## config.mk

```make
export PLATFORM = sky130hd
export DESIGN_NAME = ascr_regbank
export DESIGN_NICKNAME = d
export VERILOG_FILES = /design/src/hdl/ascr_pkg.sv /design/src/hdl/ascr_regbank.sv
export VERILOG_INCLUDE_DIRS = /design/src /design/src/hdl
export SDC_FILE = /design/constraint.sdc
export NUM_CORES = 1
export LEC_CHECK = 0
export ABC_AREA = 1
export BUFFER_PORTS_ARGS = -buffer_cell sky130_fd_sc_hd__clkbuf_2
export CAP_MARGIN = 20
export CORE_AREA = 4 4 126 128
export DETAILED_ROUTE_END_ITERATION = 8
export DIE_AREA = 0 0 130 132
export SLEW_MARGIN = 20
export SYNTH_ARGS = -nofsm -noshare
export SYNTH_HDL_FRONTEND = slang
export SYNTH_SLANG_ARGS = --single-unit
```

## constraint.sdc

```tcl
create_clock -name clk -period 2.01 [get_ports clk]
set_input_delay 0.5025 -clock clk [delete_from_list [all_inputs] [get_ports clk]]
set_output_delay 0.5025 -clock clk [all_outputs]
set_load 0.02 [all_outputs]
```

## src/hdl/ascr_consts.svh

```systemverilog
/*
 * Constants of the serial configuration register bank: register offsets,
 * field positions, reset values, frame layout and the power-control key.
 * Assumes it is included by bare name from the package and the bench.
 */
`ifndef ASCR_CONSTS_SVH
`define ASCR_CONSTS_SVH

// register offsets (9-bit address space)
`define ASCR_ADDR_W           9
`define ASCR_OFS_PWR          9'h010
`define ASCR_OFS_KEY          9'h011
`define ASCR_OFS_WRP          9'h014
`define ASCR_OFS_RDP          9'h018
`define ASCR_OFS_OWC          9'h01C
`define ASCR_KEY_VALUE        8'h69

// frame layout of the 20-bit shift register
`define ASCR_WORD_W           20
`define ASCR_CMD_W            3
`define ASCR_CMD_WRITE        3'h5
`define ASCR_CMD_READ         3'h2

// field positions
`define ASCR_PWR_SLEEP_BIT    1
`define ASCR_PWR_DOWN_BIT     0
`define ASCR_RDP_BIT5         5
`define ASCR_RDP_RATE_BIT     4

// reset values
`define ASCR_PWR_RST          2'h0
`define ASCR_WRP_RST          2'h0
`define ASCR_RDP_RST          8'h00
`define ASCR_OWC_RST          6'h00

`endif

```

## src/hdl/ascr_pkg.sv

```systemverilog
/*
 * Types of the serial configuration register bank.
 * Assumes ascr_consts.svh is on the include path.
 */
`include "ascr_consts.svh"

package ascr_pkg;

    // frame command codes
    typedef enum logic [`ASCR_CMD_W-1:0]
    {
        ASCR_CMD_NOP   = 3'h0,
        ASCR_CMD_RD    = `ASCR_CMD_READ,
        ASCR_CMD_WR    = `ASCR_CMD_WRITE
    } ascr_cmd_e;

    // decoded 20-bit command frame
    typedef struct packed
    {
        logic [`ASCR_CMD_W-1:0]  cmd;
        logic [`ASCR_ADDR_W-1:0] addr;
        logic [7:0]              data;
    } ascr_frame_s;

    // serial pins from the host
    typedef struct packed
    {
        logic cs_n;
        logic sclk;
        logic sdi;
    } ascr_serial_in_s;

    // output lanes with their enables
    typedef struct packed
    {
        logic [3:0] oe;
        logic [3:0] dat;
    } ascr_lanes_s;

endpackage

```

## src/hdl/ascr_regbank.sv

```systemverilog
/*
 * Serial configuration register bank of a sampling converter: 20-bit
 * unified shift register, frame decode on chip-select rise, keyed power
 * control, write/read protocol and output word control registers, and
 * the lane driver for SPI-follow and source-synchronous output.
 * Assumes serial pins are synchronous to clk (40 MHz) and that the host
 * keeps its own framing duties.
 */
// Notes on behaviour
// host sends 20 x N edges per chain
// longer chain frames need host-aligned bits
// host never sends short chain frames
// star host selects one device only
// four registers at 010h,014h,018h,01Ch
// power write needs 69h key at 011h
// bit 1 enables light sleep, reset 0
// bit 0 powers down, reset 0
// bits 7:2 of two registers read zero
// two-bit write mode picks CPOL/CPHASE
// clock select acts only in mode 11b
// read protocol bit 5 reads zero
// rate bit: single or double in mode 11b
// lane width field picks 1, 2, 4 lanes
// protocol mode: 00b follow SPI, 11b sync
// fourth register shapes the output word
// mode 00h merges into one shift register
// double rate: strobe and bits each edge
// lanes released while chip select high
`timescale 1ns/10ps
`default_nettype none

module ascr_regbank
    import ascr_pkg::*;
(
    // clock and reset
    input  wire logic                   clk,
    input  wire logic                   rst_n,
    // serial pins from the host
    input  wire ascr_pkg::ascr_serial_in_s pins,
    // conversion result to ship out
    input  wire logic [15:0]            conv_data,
    // output lanes, strobe and clock
    output var  ascr_pkg::ascr_lanes_s  lanes,
    output logic                        ready_strobe,
    output logic                        sync_clk_out,
    // power controls to the analog core
    output logic                        power_down,
    output logic                        light_sleep_enable,
    // output word control to the data formatter
    output logic [5:0]                  output_word_ctrl
);
    import ascr_pkg::*;

    logic [1:0]              pwr_reg;
    logic [1:0]              wrp_reg;
    logic [7:0]              rdp_reg;
    logic [5:0]              owc_reg;
    logic                    key_armed_reg;
    logic [`ASCR_WORD_W-1:0] usr_reg;
    logic [`ASCR_WORD_W-1:0] osh_reg;
    logic [3:0]              lane_dat_reg;
    logic [3:0]              lane_oe_reg;
    logic [`ASCR_WORD_W-1:0] next_word_reg;
    logic                    rd_pend_reg;
    logic                    sclk_q_reg;
    logic                    cs_q_reg;
    logic [1:0]              div_reg;
    logic [4:0]              left_reg;
    logic [7:0]              rd_data;
    logic [3:0]              width_mask;
    logic [2:0]              step;
    logic                    sclk_rise;
    logic                    sclk_fall;
    logic                    cs_fall;
    logic                    cs_rise;
    logic                    capture;
    logic                    launch;
    logic                    sync_mode;
    logic                    div_tick;
    logic                    sync_tick;
    logic                    sync_launch;
    ascr_frame_s             frame;

    // edge detection on the sampled pins
    assign sclk_rise = pins.sclk & ~sclk_q_reg;
    assign sclk_fall = ~pins.sclk & sclk_q_reg;
    assign cs_fall   = ~pins.cs_n & cs_q_reg;
    assign cs_rise   = pins.cs_n & ~cs_q_reg;
    assign frame     = ascr_frame_s'(usr_reg);
    // lane data and enables come from separate flip-flop groups
    assign lanes     = '{oe: lane_oe_reg, dat: lane_dat_reg};

    // capture edge is rising when CPOL equals CPHASE, launch the other
    assign capture   = (wrp_reg[1] == wrp_reg[0]) ? sclk_rise : sclk_fall;
    assign launch    = (wrp_reg[1] == wrp_reg[0]) ? sclk_fall : sclk_rise;
    assign sync_mode = (rdp_reg[1:0] == 2'h3);

    // lane count from the width field
    always_comb
    begin
        case (rdp_reg[3:2])
            2'h2:    begin width_mask = 4'h3; step = 3'h2; end
            2'h3:    begin width_mask = 4'hF; step = 3'h4; end
            default: begin width_mask = 4'h1; step = 3'h1; end
        endcase
    end

    // divider of the internal clock for the sync output clock
    assign div_tick = (rdp_reg[7:6] == 2'h1) ||
                      (rdp_reg[7:6] == 2'h2 && div_reg[0]) ||
                      (rdp_reg[7:6] == 2'h3 && div_reg == 2'h3);
    // echoed sclk or divided internal clock; select only counts in 11b
    assign sync_tick   = sync_mode && !pins.cs_n && left_reg != 5'h0 &&
                         ((rdp_reg[7:6] == 2'h0) ? (sclk_rise | sclk_fall)
                                                 : div_tick);
    // single rate launches on rising strobe only, double rate on both
    assign sync_launch = sync_tick && (rdp_reg[`ASCR_RDP_RATE_BIT] || !ready_strobe);

    // register read mux; reserved bits return zero
    always_comb
    begin
        case (frame.addr)
            `ASCR_OFS_PWR: rd_data = {6'h00, pwr_reg};
            `ASCR_OFS_WRP: rd_data = {6'h00, wrp_reg};
            `ASCR_OFS_RDP: rd_data = rdp_reg;
            `ASCR_OFS_OWC: rd_data = {2'h0, owc_reg};
            default:       rd_data = 8'h00;
        endcase
    end

    // pin history for edge detection and the sync clock divider
    always_ff @(posedge clk or negedge rst_n)
    begin
        if (!rst_n)
        begin
            sclk_q_reg <= 1'b0;
            cs_q_reg   <= 1'b1;
            div_reg    <= 2'h0;
        end
        else
        begin
            sclk_q_reg <= pins.sclk;
            cs_q_reg   <= pins.cs_n;
            div_reg    <= pins.cs_n ? 2'h0 : div_reg + 2'h1;
        end
    end

    // unified shift register: loaded at frame start, shifts sdi in
    always_ff @(posedge clk or negedge rst_n)
    begin
        if (!rst_n)
            usr_reg <= '0;
        else if (cs_fall)
            usr_reg <= next_word_reg;
        else if (!pins.cs_n && capture)
            usr_reg <= {usr_reg[`ASCR_WORD_W-2:0], pins.sdi};
    end

    // frame decode on chip-select rise: register writes and the key
    always_ff @(posedge clk or negedge rst_n)
    begin
        if (!rst_n)
        begin
            pwr_reg       <= `ASCR_PWR_RST;
            wrp_reg       <= `ASCR_WRP_RST;
            rdp_reg       <= `ASCR_RDP_RST;
            owc_reg       <= `ASCR_OWC_RST;
            key_armed_reg <= 1'b0;
        end
        else if (cs_rise)
        begin
            key_armed_reg <= (frame.cmd == ASCR_CMD_WR &&
                              frame.addr == `ASCR_OFS_KEY &&
                              frame.data == `ASCR_KEY_VALUE);
            if (frame.cmd == ASCR_CMD_WR)
            begin
                case (frame.addr)
                    `ASCR_OFS_PWR:
                        if (key_armed_reg)
                            pwr_reg <= frame.data[1:0];
                    `ASCR_OFS_WRP: wrp_reg <= frame.data[1:0];
                    `ASCR_OFS_RDP: rdp_reg <= {frame.data[7:6], 1'b0,
                                               frame.data[4:0]};
                    `ASCR_OFS_OWC: owc_reg <= frame.data[5:0];
                    default:       ;
                endcase
            end
        end
    end

    // word for the next frame: read answer or conversion result
    always_ff @(posedge clk or negedge rst_n)
    begin
        if (!rst_n)
        begin
            next_word_reg <= '0;
            rd_pend_reg   <= 1'b0;
        end
        else if (cs_rise && frame.cmd == ASCR_CMD_RD)
        begin
            next_word_reg <= {rd_data, 12'h000};
            rd_pend_reg   <= 1'b1;
        end
        else if (cs_fall)
            rd_pend_reg   <= 1'b0;
        else if (!rd_pend_reg)
            next_word_reg <= {conv_data, 4'h0};
    end

    // output shift, strobe and sync clock
    always_ff @(posedge clk or negedge rst_n)
    begin
        if (!rst_n)
        begin
            osh_reg      <= '0;
            left_reg     <= 5'h0;
            lane_dat_reg <= 4'h0;
            ready_strobe <= 1'b0;
            sync_clk_out <= 1'b0;
        end
        else if (cs_fall)
        begin
            // spi-follow: the msb must stand before the first capture edge
            osh_reg      <= next_word_reg;
            left_reg     <= 5'(`ASCR_WORD_W);
            lane_dat_reg <= {3'h0, next_word_reg[`ASCR_WORD_W-1] & ~sync_mode};
            ready_strobe <= 1'b0;
            sync_clk_out <= 1'b0;
        end
        else if (!pins.cs_n && !sync_mode && launch)
        begin
            // follow the input SPI mode; lane 0 is the merged register
            lane_dat_reg <= {osh_reg[`ASCR_WORD_W-2 -: 3] & width_mask[3:1],
                             usr_reg[`ASCR_WORD_W-1]};
            osh_reg      <= osh_reg << step;
        end
        else if (sync_tick)
        begin
            ready_strobe <= ~ready_strobe;
            sync_clk_out <= ~sync_clk_out;
            if (sync_launch)
            begin
                lane_dat_reg <= osh_reg[`ASCR_WORD_W-1 -: 4] & width_mask;
                osh_reg   <= osh_reg << step;
                left_reg  <= (left_reg > 5'(step)) ? left_reg - 5'(step) : 5'h0;
            end
        end
    end

    // lanes released while deselected so star devices share a line
    always_ff @(posedge clk or negedge rst_n)
    begin
        if (!rst_n)
            lane_oe_reg <= 4'h0;
        else
            lane_oe_reg <= pins.cs_n ? 4'h0 : width_mask;
    end

    // power controls and output word control driven out
    always_ff @(posedge clk or negedge rst_n)
    begin
        if (!rst_n)
        begin
            power_down         <= 1'b0;
            light_sleep_enable <= 1'b0;
            output_word_ctrl   <= `ASCR_OWC_RST;
        end
        else
        begin
            power_down         <= pwr_reg[`ASCR_PWR_DOWN_BIT];
            light_sleep_enable <= pwr_reg[`ASCR_PWR_SLEEP_BIT];
            output_word_ctrl   <= owc_reg;
        end
    end

    // checks on the logic above
    a_key_gate_pwr: assert property (@(posedge clk) disable iff (!rst_n)
        cs_rise && frame.cmd == ASCR_CMD_WR && frame.addr == `ASCR_OFS_PWR && !key_armed_reg
        |=> $stable(pwr_reg))
        else $error("power control changed without key");
    a_key_arm_seq: assert property (@(posedge clk) disable iff (!rst_n)
        cs_rise && frame.cmd == ASCR_CMD_WR && frame.addr == `ASCR_OFS_KEY &&
        frame.data == `ASCR_KEY_VALUE |=> key_armed_reg)
        else $error("key write did not arm");
    a_pwr_to_pins: assert property (@(posedge clk) disable iff (!rst_n)
        ##1 power_down == $past(pwr_reg[0]) && light_sleep_enable == $past(pwr_reg[1]))
        else $error("power pins do not follow register");
    a_rdp_bit5_zero: assert property (@(posedge clk) disable iff (!rst_n)
        cs_rise && frame.cmd == ASCR_CMD_WR && frame.addr == `ASCR_OFS_RDP
        |=> rdp_reg[`ASCR_RDP_BIT5] == 1'b0 && rdp_reg[4:0] == $past(frame.data[4:0]))
        else $error("read protocol bit 5 not zero");
    a_reserved_read: assert property (@(posedge clk) disable iff (!rst_n)
        (frame.addr == `ASCR_OFS_PWR || frame.addr == `ASCR_OFS_WRP) |-> rd_data[7:2] == 6'h00)
        else $error("reserved bits read nonzero");
    a_wrp_update: assert property (@(posedge clk) disable iff (!rst_n)
        cs_rise && frame.cmd == ASCR_CMD_WR && frame.addr == `ASCR_OFS_WRP
        |=> wrp_reg == $past(frame.data[1:0]))
        else $error("write mode not updated");
    a_lanes_release: assert property (@(posedge clk) disable iff (!rst_n)
        pins.cs_n |=> lanes.oe == 4'h0)
        else $error("lanes driven while deselected");
    a_lane_width: assert property (@(posedge clk) disable iff (!rst_n)
        !pins.cs_n |=> lanes.oe == $past(width_mask))
        else $error("lane enables disagree with width");
    a_strobe_tick: assert property (@(posedge clk) disable iff (!rst_n)
        sync_tick && !cs_fall |=> ready_strobe != $past(ready_strobe) &&
        sync_clk_out != $past(sync_clk_out))
        else $error("strobe missed an output clock edge");
    a_follow_quiet: assert property (@(posedge clk) disable iff (!rst_n)
        !sync_mode && !cs_fall |=> $stable(ready_strobe))
        else $error("strobe moved outside sync mode");

endmodule

`default_nettype wire

```

==> impl_results.md, run 1 <==
- Initial antenna violation count: 0
- Routed wirelength normalized by instance count: ~15 µm
- Data arrival time of the critical path: about 2.0 ns
- Yosys warnings: 0
- Row count: 45
- Synth top area cells: dfrtp_1 49%, nand2_1 13%, nand3_1 6.2%
- CTS Buf Count: 9
- Flop-to-flop setup slack: around 0.21 ns
- Clock Latency Late Sink: 0.35 ns
- Fin. max-slew vios: 0
- Lkg Pwr: 2.92 nW
- Final hold slack: 0.0840 ns
- Fraction of final layout cells sized beyond drive strength 1: around 14%
- Number of buffers added on ports: 38
- Share of synthesized flip-flops with an asynchronous set or reset: 100%
- First-pass GRT wire length: between 20000 and 25000 µm
- Max cap viols: 0
- Clock tree from TritonCTS: yes
- Unrepaired setup endpoints after global routing: no
- Mean area per synthesized cell: slightly below 8 µm²
- Detailed-route wire length: 13300 µm
- Synthesized net count: 670
- Worst reg2reg path endpoint: owc_reg[5]
- Synth-to-layout area growth: 17.1%
- Total overflow reported by the global router: 0
- Register bit total from synthesis: between 100 and 150
- Die extent in x: between 100 and 150 µm
- CTS Buffer Depth: 2
- Unique masters post-synth: 34
- Post-route standard cell area excluding fillers: about 5900 µm²
- Final Critical Period: approximately 1.8 ns
- Reg clk slew, reported paths: around 0.07 ns
- DRT antenna net count: 0
- Routability congestion estimate: around 0.89
- Hold violation count in the final report: 0
- Cell taking the most area after synthesis: dfrtp_1
- Worst-case vdd ir drop: 0.528 mV
- Post-synth EDFFs: 0
- Launch instance of the worst register-to-register path: frame[9]
- Most instantiated library cell after synthesis: nand2_1
- Final period util: about nine tenths
- Area of the die: roughly 17000 µm²
- Yosys top cell area share: 49.4%
- Class of the most critical setup path: reg2reg
- Maximum fanout encountered on the critical timing path: 12
- # IOs: 39
- Iter 0 DRT Violations: 480
- Synthesized cell area: a little over 5000 µm²
- Switching power: 1.68 mW
- Core Area: 14900 µm²
- H-Tree Depth: 3
- Internal power contribution: approximately 3.8 mW
- Final Skew: about 0.0073 ns
- Global-route usage over all layers: 16.5%
- Starting density of the core: roughly 34%
- DIE HEIGHT: 132 µm
- Post-synth top cells: 182 x nand2_1, 100 x dfrtp_1, 63 x inv_1, 63 x nand3_1, 55 x nor2_1
- End point of the critical path: owc_reg[5]
- Required time reported for the critical path endpoint: 2.24 ns
- Count of unresolved DRC violations after routing: 0
- First-pass iteration count of the detailed router: 5
- Number of nets in the finished design: 721
- Transition at the pin with the smallest max-transition slack: between 0.5 and 0.6 ns
- Final core utilization: about two fifths
- Fraction of power consumed by combinational cells: a little under a fifth
- Number of cell instances on the worst register-to-register path: 6
- Via count: between 4k and 5k
- Number of global-route vias before repair: ~4.3k
- Maximum number of pins on one net before global-route repair: 33
- Hold buffer count at CTS: 0
- N_diodes: 0
- Share of synthesized area occupied by flip-flops and latches: 49.9%
- Maximum frequency from static timing analysis: 0.555 GHz
- Cell area reported after detailed placement: 5600 µm²
- Main flop type after synthesis: dfrtp_1
- Sequential power share: between 40% and 50%
- Switching Share: between 30% and 40%
- Tightest Hold Check Type: in2async
- Outcome: finished clean
- Share of power burned in the clock network: 35.5%
- Cells after Synth: 642
- Total of endpoints with negative setup slack in the final report: 0
- Nature of the critical path endpoint: register
- CP startpoint: frame[9]
- Sink count of the clock tree: between 100 and 150
- Per-cell via count in the routed design: between 4 and 5
- Slew headroom: ~61%
- Root cell of the clock tree: clkbuf_16
- Startpoint types: register
- HPWL reported at the end of detailed placement: between 10000 and 15000 µm
- Power density over the cells: between 900 and 1000 nW/µm²
==> final cells by class <==
cell class / instances / area (µm²)
Inverter: 67 / 251
Clock inverter: 5 / 81.3
Timing Repair Buffer: 65 / 445
Sequential cell: 101 / 2530
Fill cell: 1567 / 8930
Tap cell: 188 / 235
Multi-Input combinational cell: 449 / 2140
Clock buffer: 11 / 253
==> routing by layer <==
| layer | share of wire (%) | wire length (µm) | track usage [%] |
|---|---|---|---|
| met1 | 50 | 6620 | 24.8 |
| met2 | 44 | 5800 | 23.9 |
| met3 | 5.4 | 710 | 4.21 |
| met4 | 1.1 | 144 | 3.58 |
| met5 | 0 | 0 | 0 |
==> cell usage in the layout, fill, tap and decap left out, drive strengths merged, types with 4 or more instances in the layout <==
cell,n
nand3,65
nand4,6
buf,28
dfrtp,100
o211ai,11
nand2,186
a21oi,28
ha,6
inv,68
nor2,59
o22ai,7
clkbuf,48
nor3,4
o21ai,63
==> power by group through the flow <==
stage | Clock [mW] | Sequential [mW] | Combinational [mW]
3_3_place_gp | 0 | 2.53 | 1.04
5_1_grt | 2.09 | 2.54 | 1.20
2_1_floorplan | 0 | 2.50 | 0.698
4_1_cts | 2.00 | 2.49 | 1.06
3_5_place_dp | 0 | 2.53 | 1.05
6_report | 1.96 | 2.50 | 1.05
==> what timing repair did <==
item / CTS / global route
setup endpoints to repair: 0 / 7
hold endpoints to repair: 0 / 0
buffers inserted: 0 / 0
gates resized for setup: 0 / 1
==> metrics by stage <==
step	setup TNS (ns)	setup slack, ns	std cells	power (mW)
floorplan	0	0.109	642	3.20
global placement	-0.114	-0.0269	870	3.57
detailed placement	-0.466	-0.0840	870	3.58
CTS	0	0.169	886	5.55
global route	0	0.0261	886	5.83
finish	0	0.207	886	5.51
==> critical path, stage by stage (launching register included) <==
cell	delay [ns]
dfrtp_1	0.42
nor2_1	0.22
nand2_1	0.13
nor4_2	0.37
nand2_1	0.34
nand2_1	0.13
o21ai_1	0.07
==> worst min path at each step <==
stage                              end       start  slack, ns
floorplan                   div_reg[0]       rst_n       0.21
global placement    light_sleep_enable  pwr_reg[1]       0.36
detailed placement  light_sleep_enable  pwr_reg[1]       0.37
CTS                  next_word_reg[14]       rst_n       0.09
global route         next_word_reg[14]       rst_n       0.11
finish               next_word_reg[14]       rst_n       0.08
==> cell families (layout without fill, tap and decap cells) <==
| kind of cell | count (synthesis) | count (layout) | synth area share [%] |
|---|---|---|---|
| AND/OR/NAND/NOR | 323 | 323 | 27.2 |
| AO/OA/AOI/OAI | 116 | 116 | 12.5 |
| flip-flops | 101 | 101 | 49.9 |
| buffers and inverters | 92 | 148 | 7.91 |
| adder cells (fa/ha/maj) | 7 | 7 | 1.88 |
| XOR/XNOR | 3 | 3 | 0.519 |
(Power assumes the default switching activity.)
==> run 2, diff against run 1 <==
- CORE_AREA: 4 4 126 128 -> 4 4 176 93
- DIE_AREA: 0 0 130 132 -> 0 0 180 97
==> run 2 against run 1 <==
Via count is 2.2% higher. Non-clock buffer count is 3 higher. Worst setup slack better by 0.012 ns. Die area is 1.7% higher. Critical path depth is 2 higher. Largest power group unchanged. Highest routed layer unchanged.
==> impl_results.md, run 2 (same netlist as run 1, synthesis figures left out) <==
- First-pass GRT wire length: 23700 µm
- Cell area reported after detailed placement: around 5600 µm²
- Maximum number of pins on one net before global-route repair: 54
- Via count: about 4.5k
- Switching power: 1.72 mW
- Commonest cells after routing, fill and taps aside: 182 x nand2_1, 100 x dfrtp_1, 63 x inv_1, 63 x nand3_1, 54 x nor2_1
- Number of buffers added on ports: 38
- # IOs: 39
- Tightest Hold Check Type: in2reg
- DRT antenna net count: 0
- Switching Share: between 30 and 40%
- Root cell of the clock tree: clkbuf_16
- H-Tree Depth: 3
- Unrepaired setup endpoints after global routing: no
- Maximum frequency from static timing analysis: 0.558 GHz
- Sequential power share: 47.0%
- Startpoint types: register
- Number of nets in the finished design: 724
- Nature of the critical path endpoint: register
- Lkg Pwr: about 2.9 nW
- Share of power burned in the clock network: around 33%
- Iter 0 DRT Violations: between 400 and 500
- Data arrival time of the critical path: between 2 and 2.5 ns
- Detailed-route wire length: roughly 14000 µm
- Routed wirelength normalized by instance count: 15.9 µm
- Transition at the pin with the smallest max-transition slack: 0.608 ns
- Hold violation count in the final report: 0
- Final period util: 89.1%
- Power density over the cells: 907 nW/µm²
- CTS Buf Count: 9
- HPWL reported at the end of detailed placement: 11000 µm
- Outcome: finished clean
- Area of the die: about 17000 µm²
- Number of global-route vias before repair: between 4k and 5k
- DIE HEIGHT: slightly below 100 µm
- Count of unresolved DRC violations after routing: 0
- Max cap viols: 0
- Sink count of the clock tree: 101
- Worst-case vdd ir drop: around 0.38 mV
- Slew headroom: about three fifths
- Fraction of power consumed by combinational cells: between 20 and 25%
- First-pass iteration count of the detailed router: 5
- Total of endpoints with negative setup slack in the final report: 0
- Internal power contribution: around 3.6 mW
- Core Area: about 15000 µm²
- Starting density of the core: 33.9%
- Maximum fanout encountered on the critical timing path: 6
- Initial antenna violation count: 0
- Post-route standard cell area excluding fillers: 5910 µm²
- Per-cell via count in the routed design: 5.00
- Fill cell count: 1546
- CTS Buffer Depth: 2
- Row count: 32
- Final Skew: ~0.01 ns
- Synth-to-layout area growth: 16.7%
- Clock Latency Late Sink: 0.35 ns
- Required time reported for the critical path endpoint: 2.24 ns
- Die extent in x: 180 µm
- Final core utilization: between 30% and 40%
- Class of the most critical setup path: reg2reg
- Fin. max-slew vios: 0
- Fraction of final layout cells sized beyond drive strength 1: 14.0%
- Final Critical Period: between 1.5 and 2 ns
- Routability congestion estimate: roughly 0.87
- Clock tree from TritonCTS: yes
- N_diodes: 0
- Fin Setup TNS: 0 ns
- Reg clk slew, reported paths: approximately 0.070 ns
- Count of placed standard cells including taps: between 800 and 900
- Most common cell after layout, fill and taps aside: nand2_1
- Total overflow reported by the global router: 0
- Post-layout instance count excluding filler cells: 904
- Global-route usage over all layers: 17.1%
- Final setup slack of the worst path: about 0.22 ns
- Setup slack at placement: -0.132 ns
-- run 2: changes by cell type in the layout (fill, tap and decap cells not counted) --
| cell | before | now |
|---|---|---|
| o21ai_0 | 50 | 49 |
| o21ai_1 | 13 | 14 |
| clkbuf_1 | 0 | 1 |
| clkbuf_8 | 2 | 0 |
| buf_12 | 4 | 2 |
| inv_6 | 1 | 2 |
| buf_4 | 24 | 28 |
| dlygate4sd3_1 | 0 | 1 |
| bufinv_16 | 2 | 1 |
-- run 2: area by class of cell --
class / instances / area [µm²] / share of cell area (%)
well taps: 204 / 255 / 4.32
clock inverters: 5 / 60.1 / 1.02
inverters: 67 / 251 / 4.26
repair buffers: 68 / 445 / 7.54
clock buffers: 10 / 229 / 3.88
flip-flops and latches: 101 / 2530 / 42.8
multi-input cells: 449 / 2140 / 36.2
-- run 2: power groups by stage --
stage                     clock network, mW  registers [mW]  logic, mW
after floorplan                           0            2.50      0.698
after global placement                    0            2.54       1.07
after detailed placement                  0            2.55       1.07
after CTS                              1.80            2.51       1.08
after global routing                   1.90            2.55       1.23
final                                  1.76            2.52       1.08
-- run 2: final timing paths --
path,from,to,slack [ns],cells after the start
max,rdp_reg[3],left_reg[3],0.22,8
min,pins[1],sclk_q_reg,0.30,1
max reg2reg,rdp_reg[3],left_reg[3],0.22,8
min reg2reg,pwr_reg[1],light_sleep_enable,0.38,0
max in group asynchronous,rst_n,cs_q_reg,0.89,3
min in group asynchronous,rst_n,power_down,0.53,2
-- run 2: critical path, stage by stage, from the launching register on --
cell and delay [ns]:
dfrtp_1 0.42, nand2_1 0.12, ha_1 0.38, a21oi_1 0.24, o211ai_1 0.15, nand2_1 0.16
nor2_1 0.06, nand3_1 0.07, o21ai_0 0.08
-- run 2: timing repair --
action | in CTS | in global routing
hold buffers | 1 | 0
endpoints found under the setup margin | 0 | 14
buffers inserted | 0 | 0
resized for setup | 0 | 2
hold endpoints to repair | 8 | 0
-- run 2: through the flow --
stage	hold WS [ns]	power, mW
after floorplan	0.207	3.20
after global placement	0.351	3.61
after detailed placement	0.357	3.62
after CTS	0.292	5.38
after global routing	0.291	5.68
final	0.301	5.36
-- run 2: layer usage --
metal | global-route usage [%] | vias to the layer above | wire length, µm
met4 | 3.34 | 0 | 106
met2 | 19.8 | 189 | 4920
met5 | 0 | - | 0
li1 | - | 2199 | -
met1 | 29.3 | 2123 | 8020
met3 | 5.30 | 13 | 1320
==> run 3, diff against run 2 <==
- PLACE_DENSITY: unset -> 0.56
==> run 3 against run 2 <==
Combinational power is 4% higher. First-iteration DRC count increased by 6.6%. Non-clock buffer count increased by 4. Routed wire length is 0.36% higher. Clock power down 7%. Worst setup slack better by 0.013 ns. Power shrank 1.7%. Register-to-register slack about the same. Sequential share of layout area down 0.23 points. Highest routed layer unchanged. Design area increased by 0.53%. Cell count increased by 0.44%. Critical endpoint is now left_reg[4]. Global-route usage decreased by 0.24 points.
==> impl_results.md, run 3 (same netlist as run 1, synthesis figures left out) <==
- Outcome: finished clean
- Number of cell instances on the worst register-to-register path: 10
- Resize count post-CTS: 0
- Class of the most critical setup path: reg2reg
- Row count: 32
- Iter 0 DRT Violations: ~470
- Required time reported for the critical path endpoint: approximately 2.3 ns
- Total power after layout: between 5 and 6 mW
- Tightest Hold Check Type: in2async
- Area of the die: ~17000 µm²
- Synth-to-layout area growth: 17.3%
- Nature of the critical path endpoint: register
- DIE HEIGHT: 97 µm
- Clock Latency Late Sink: between 0.3 and 0.4 ns
- Transition at the pin with the smallest max-transition slack: approximately 0.59 ns
- Total of endpoints with negative setup slack in the final report: 0
- Maximum fanout encountered on the critical timing path: 4
- Root cell of the clock tree: clkbuf_16
- Met3 global-route usage: a little under 6%
- Data arrival time of the critical path: between 2 and 2.5 ns
- Global-route usage over all layers: ~17%
- Largest stage delay on the critical path: roughly 0.42 ns
- Commonest cells after routing, fill and taps aside: 182 x nand2_1, 100 x dfrtp_1, 63 x inv_1, 63 x nand3_1, 54 x nor2_1
- Via count: around 4.6k
- Starting density of the core: about a third
- DRT antenna net count: 0
- Final period util: 88.5%
- Cell area reported after detailed placement: ~5700 µm²
- Die extent in x: approximately 180 µm
- First-pass GRT wire length: about 23000 µm
- Flop-to-flop setup slack: 0.23 ns
- Post-layout instance count excluding filler cells: between 900 and 1k
- Most common cell after layout, fill and taps aside: nand2_1
- CTS Buf Count: 9
- Slew headroom: 60.4%
- Grt met2 use: between 20% and 30%
- Worst-case vdd ir drop: 0.412 mV
- Power density over the cells: approximately 890 nW/µm²
- Fraction of final layout cells sized beyond drive strength 1: 14.6%
- Met1 usage in global routing: between 20 and 30%
- CTS Buffer Depth: 2
- Post-CTS Repair Setup Buffers: 0
- HPWL reported at the end of detailed placement: 11300 µm
- Clock tree from TritonCTS: yes
- # IOs: 39
- Maximum number of pins on one net before global-route repair: between 40 and 50
- Unrepaired setup endpoints after global routing: no
- Post-route standard cell area excluding fillers: 5940 µm²
- Routability congestion estimate: 0.895
- Cell repeated most along the worst path: nand2_1
- Per-cell via count in the routed design: slightly above 5
- Number of nets in the finished design: between 700 and 800
- Lkg Pwr: 2.91 nW
- Combined buffer and inverter count along the critical path: 2
- Final core utilization: about two fifths
- Startpoint types: register
- Critical-path cell with the highest stage delay: dfrtp_1
- Hold buffer count at CTS: 0
- Number of global-route vias before repair: 4292
- Final Skew: around 0.013 ns
- Number of buffers added on ports: 38
- Total overflow reported by the global router: 0
- Count of unresolved DRC violations after routing: 0
- Detailed-route wire length: ~14000 µm
- Reg clk slew, reported paths: ~0.08 ns
- Max cap viols: 0
- Fin. max-slew vios: 0
- Core Area: approximately 15000 µm²
- Final Critical Period: ~1.8 ns
- Hold violation count in the final report: 0
- Worst reg2reg path endpoint: left_reg[4]
- N_diodes: 0
- Sink count of the clock tree: approximately 100
- Routed wirelength normalized by instance count: 15.9 µm
- Count of placed standard cells including taps: roughly 890
- End point of the critical path: left_reg[4]
- Count of cell instances traversed by the critical path: 10
- Cell type group with the largest total delay on the critical path: adder cells
- Initial antenna violation count: 0
- Top Usage Layer GRT: met1
- Maximum frequency from static timing analysis: about 0.56 GHz
- First-pass iteration count of the detailed router: 5
- H-Tree Depth: 3
- Setup slack at placement: -0.120 ns
- Final setup slack of the worst path: around 0.23 ns
- Crit-path cells: inv_1 -> ha_1 -> inv_1 -> fa_1 -> nand2_1 -> nand2_1 -> xor2_1 -> o21ai_0 -> nand2_1 -> nand2_1
- Launch instance of the worst register-to-register path: rdp_reg[3]
- CP startpoint: rdp_reg[3]
==> run 3: worst min path at each step <==
stage / end / slack (ns) / cells past startpoint
detailed placement: light_sleep_enable / 0.38 / 0
CTS: owc_reg[0] / 0.08 / 1
global placement: light_sleep_enable / 0.36 / 0
finish: owc_reg[0] / 0.06 / 1
global route: owc_reg[0] / 0.09 / 1
floorplan: div_reg[0] / 0.21 / 0
==> run 3: per-layer routing <==
layer | routed length [µm] | share of wire [%]
met5 | 0 | 0
met4 | 141 | 0.98
met3 | 1340 | 9.3
met2 | 5140 | 36
met1 | 7800 | 54
==> run 3: stage by stage <==
step | hold WS [ns] | setup TNS [ns]
after detailed placement | 0.379 | -1.06
final | 0.0640 | 0
after global placement | 0.363 | -0.477
after CTS | 0.0779 | 0
after global routing | 0.0905 | 0
after floorplan | 0.207 | 0
==> run 3: worst register-to-register path, delay by kind of cell, from the launching register on <==
| family | cells | cell delay [ns] |
|---|---|---|
| buf+inv | 2 | 0.17 |
| compound gates | 1 | 0.16 |
| simple gates | 4 | 0.26 |
| fa+ha+maj | 2 | 0.57 |
| flops | 1 | 0.42 |
| xor+xnor | 1 | 0.14 |
==> run 3: layout make-up <==
type | count | area, µm²
Clock buffer | 10 | 229
Clock inverter | 5 | 38.8
Fill cell | 1571 | 8990
Inverter | 67 | 251
Multi-Input combinational cell | 449 | 2140
Sequential cell | 101 | 2530
Tap cell | 204 | 255
Timing Repair Buffer | 72 | 498
==> run 3: power by group <==
| part | switching [mW] | total [mW] | internal, mW |
|---|---|---|---|
| sequential | 0.208 | 2.51 | 2.30 |
| combinational | 0.726 | 1.12 | 0.391 |
| clock | 0.808 | 1.64 | 0.836 |
| total | 1.74 | 5.27 | 3.53 |
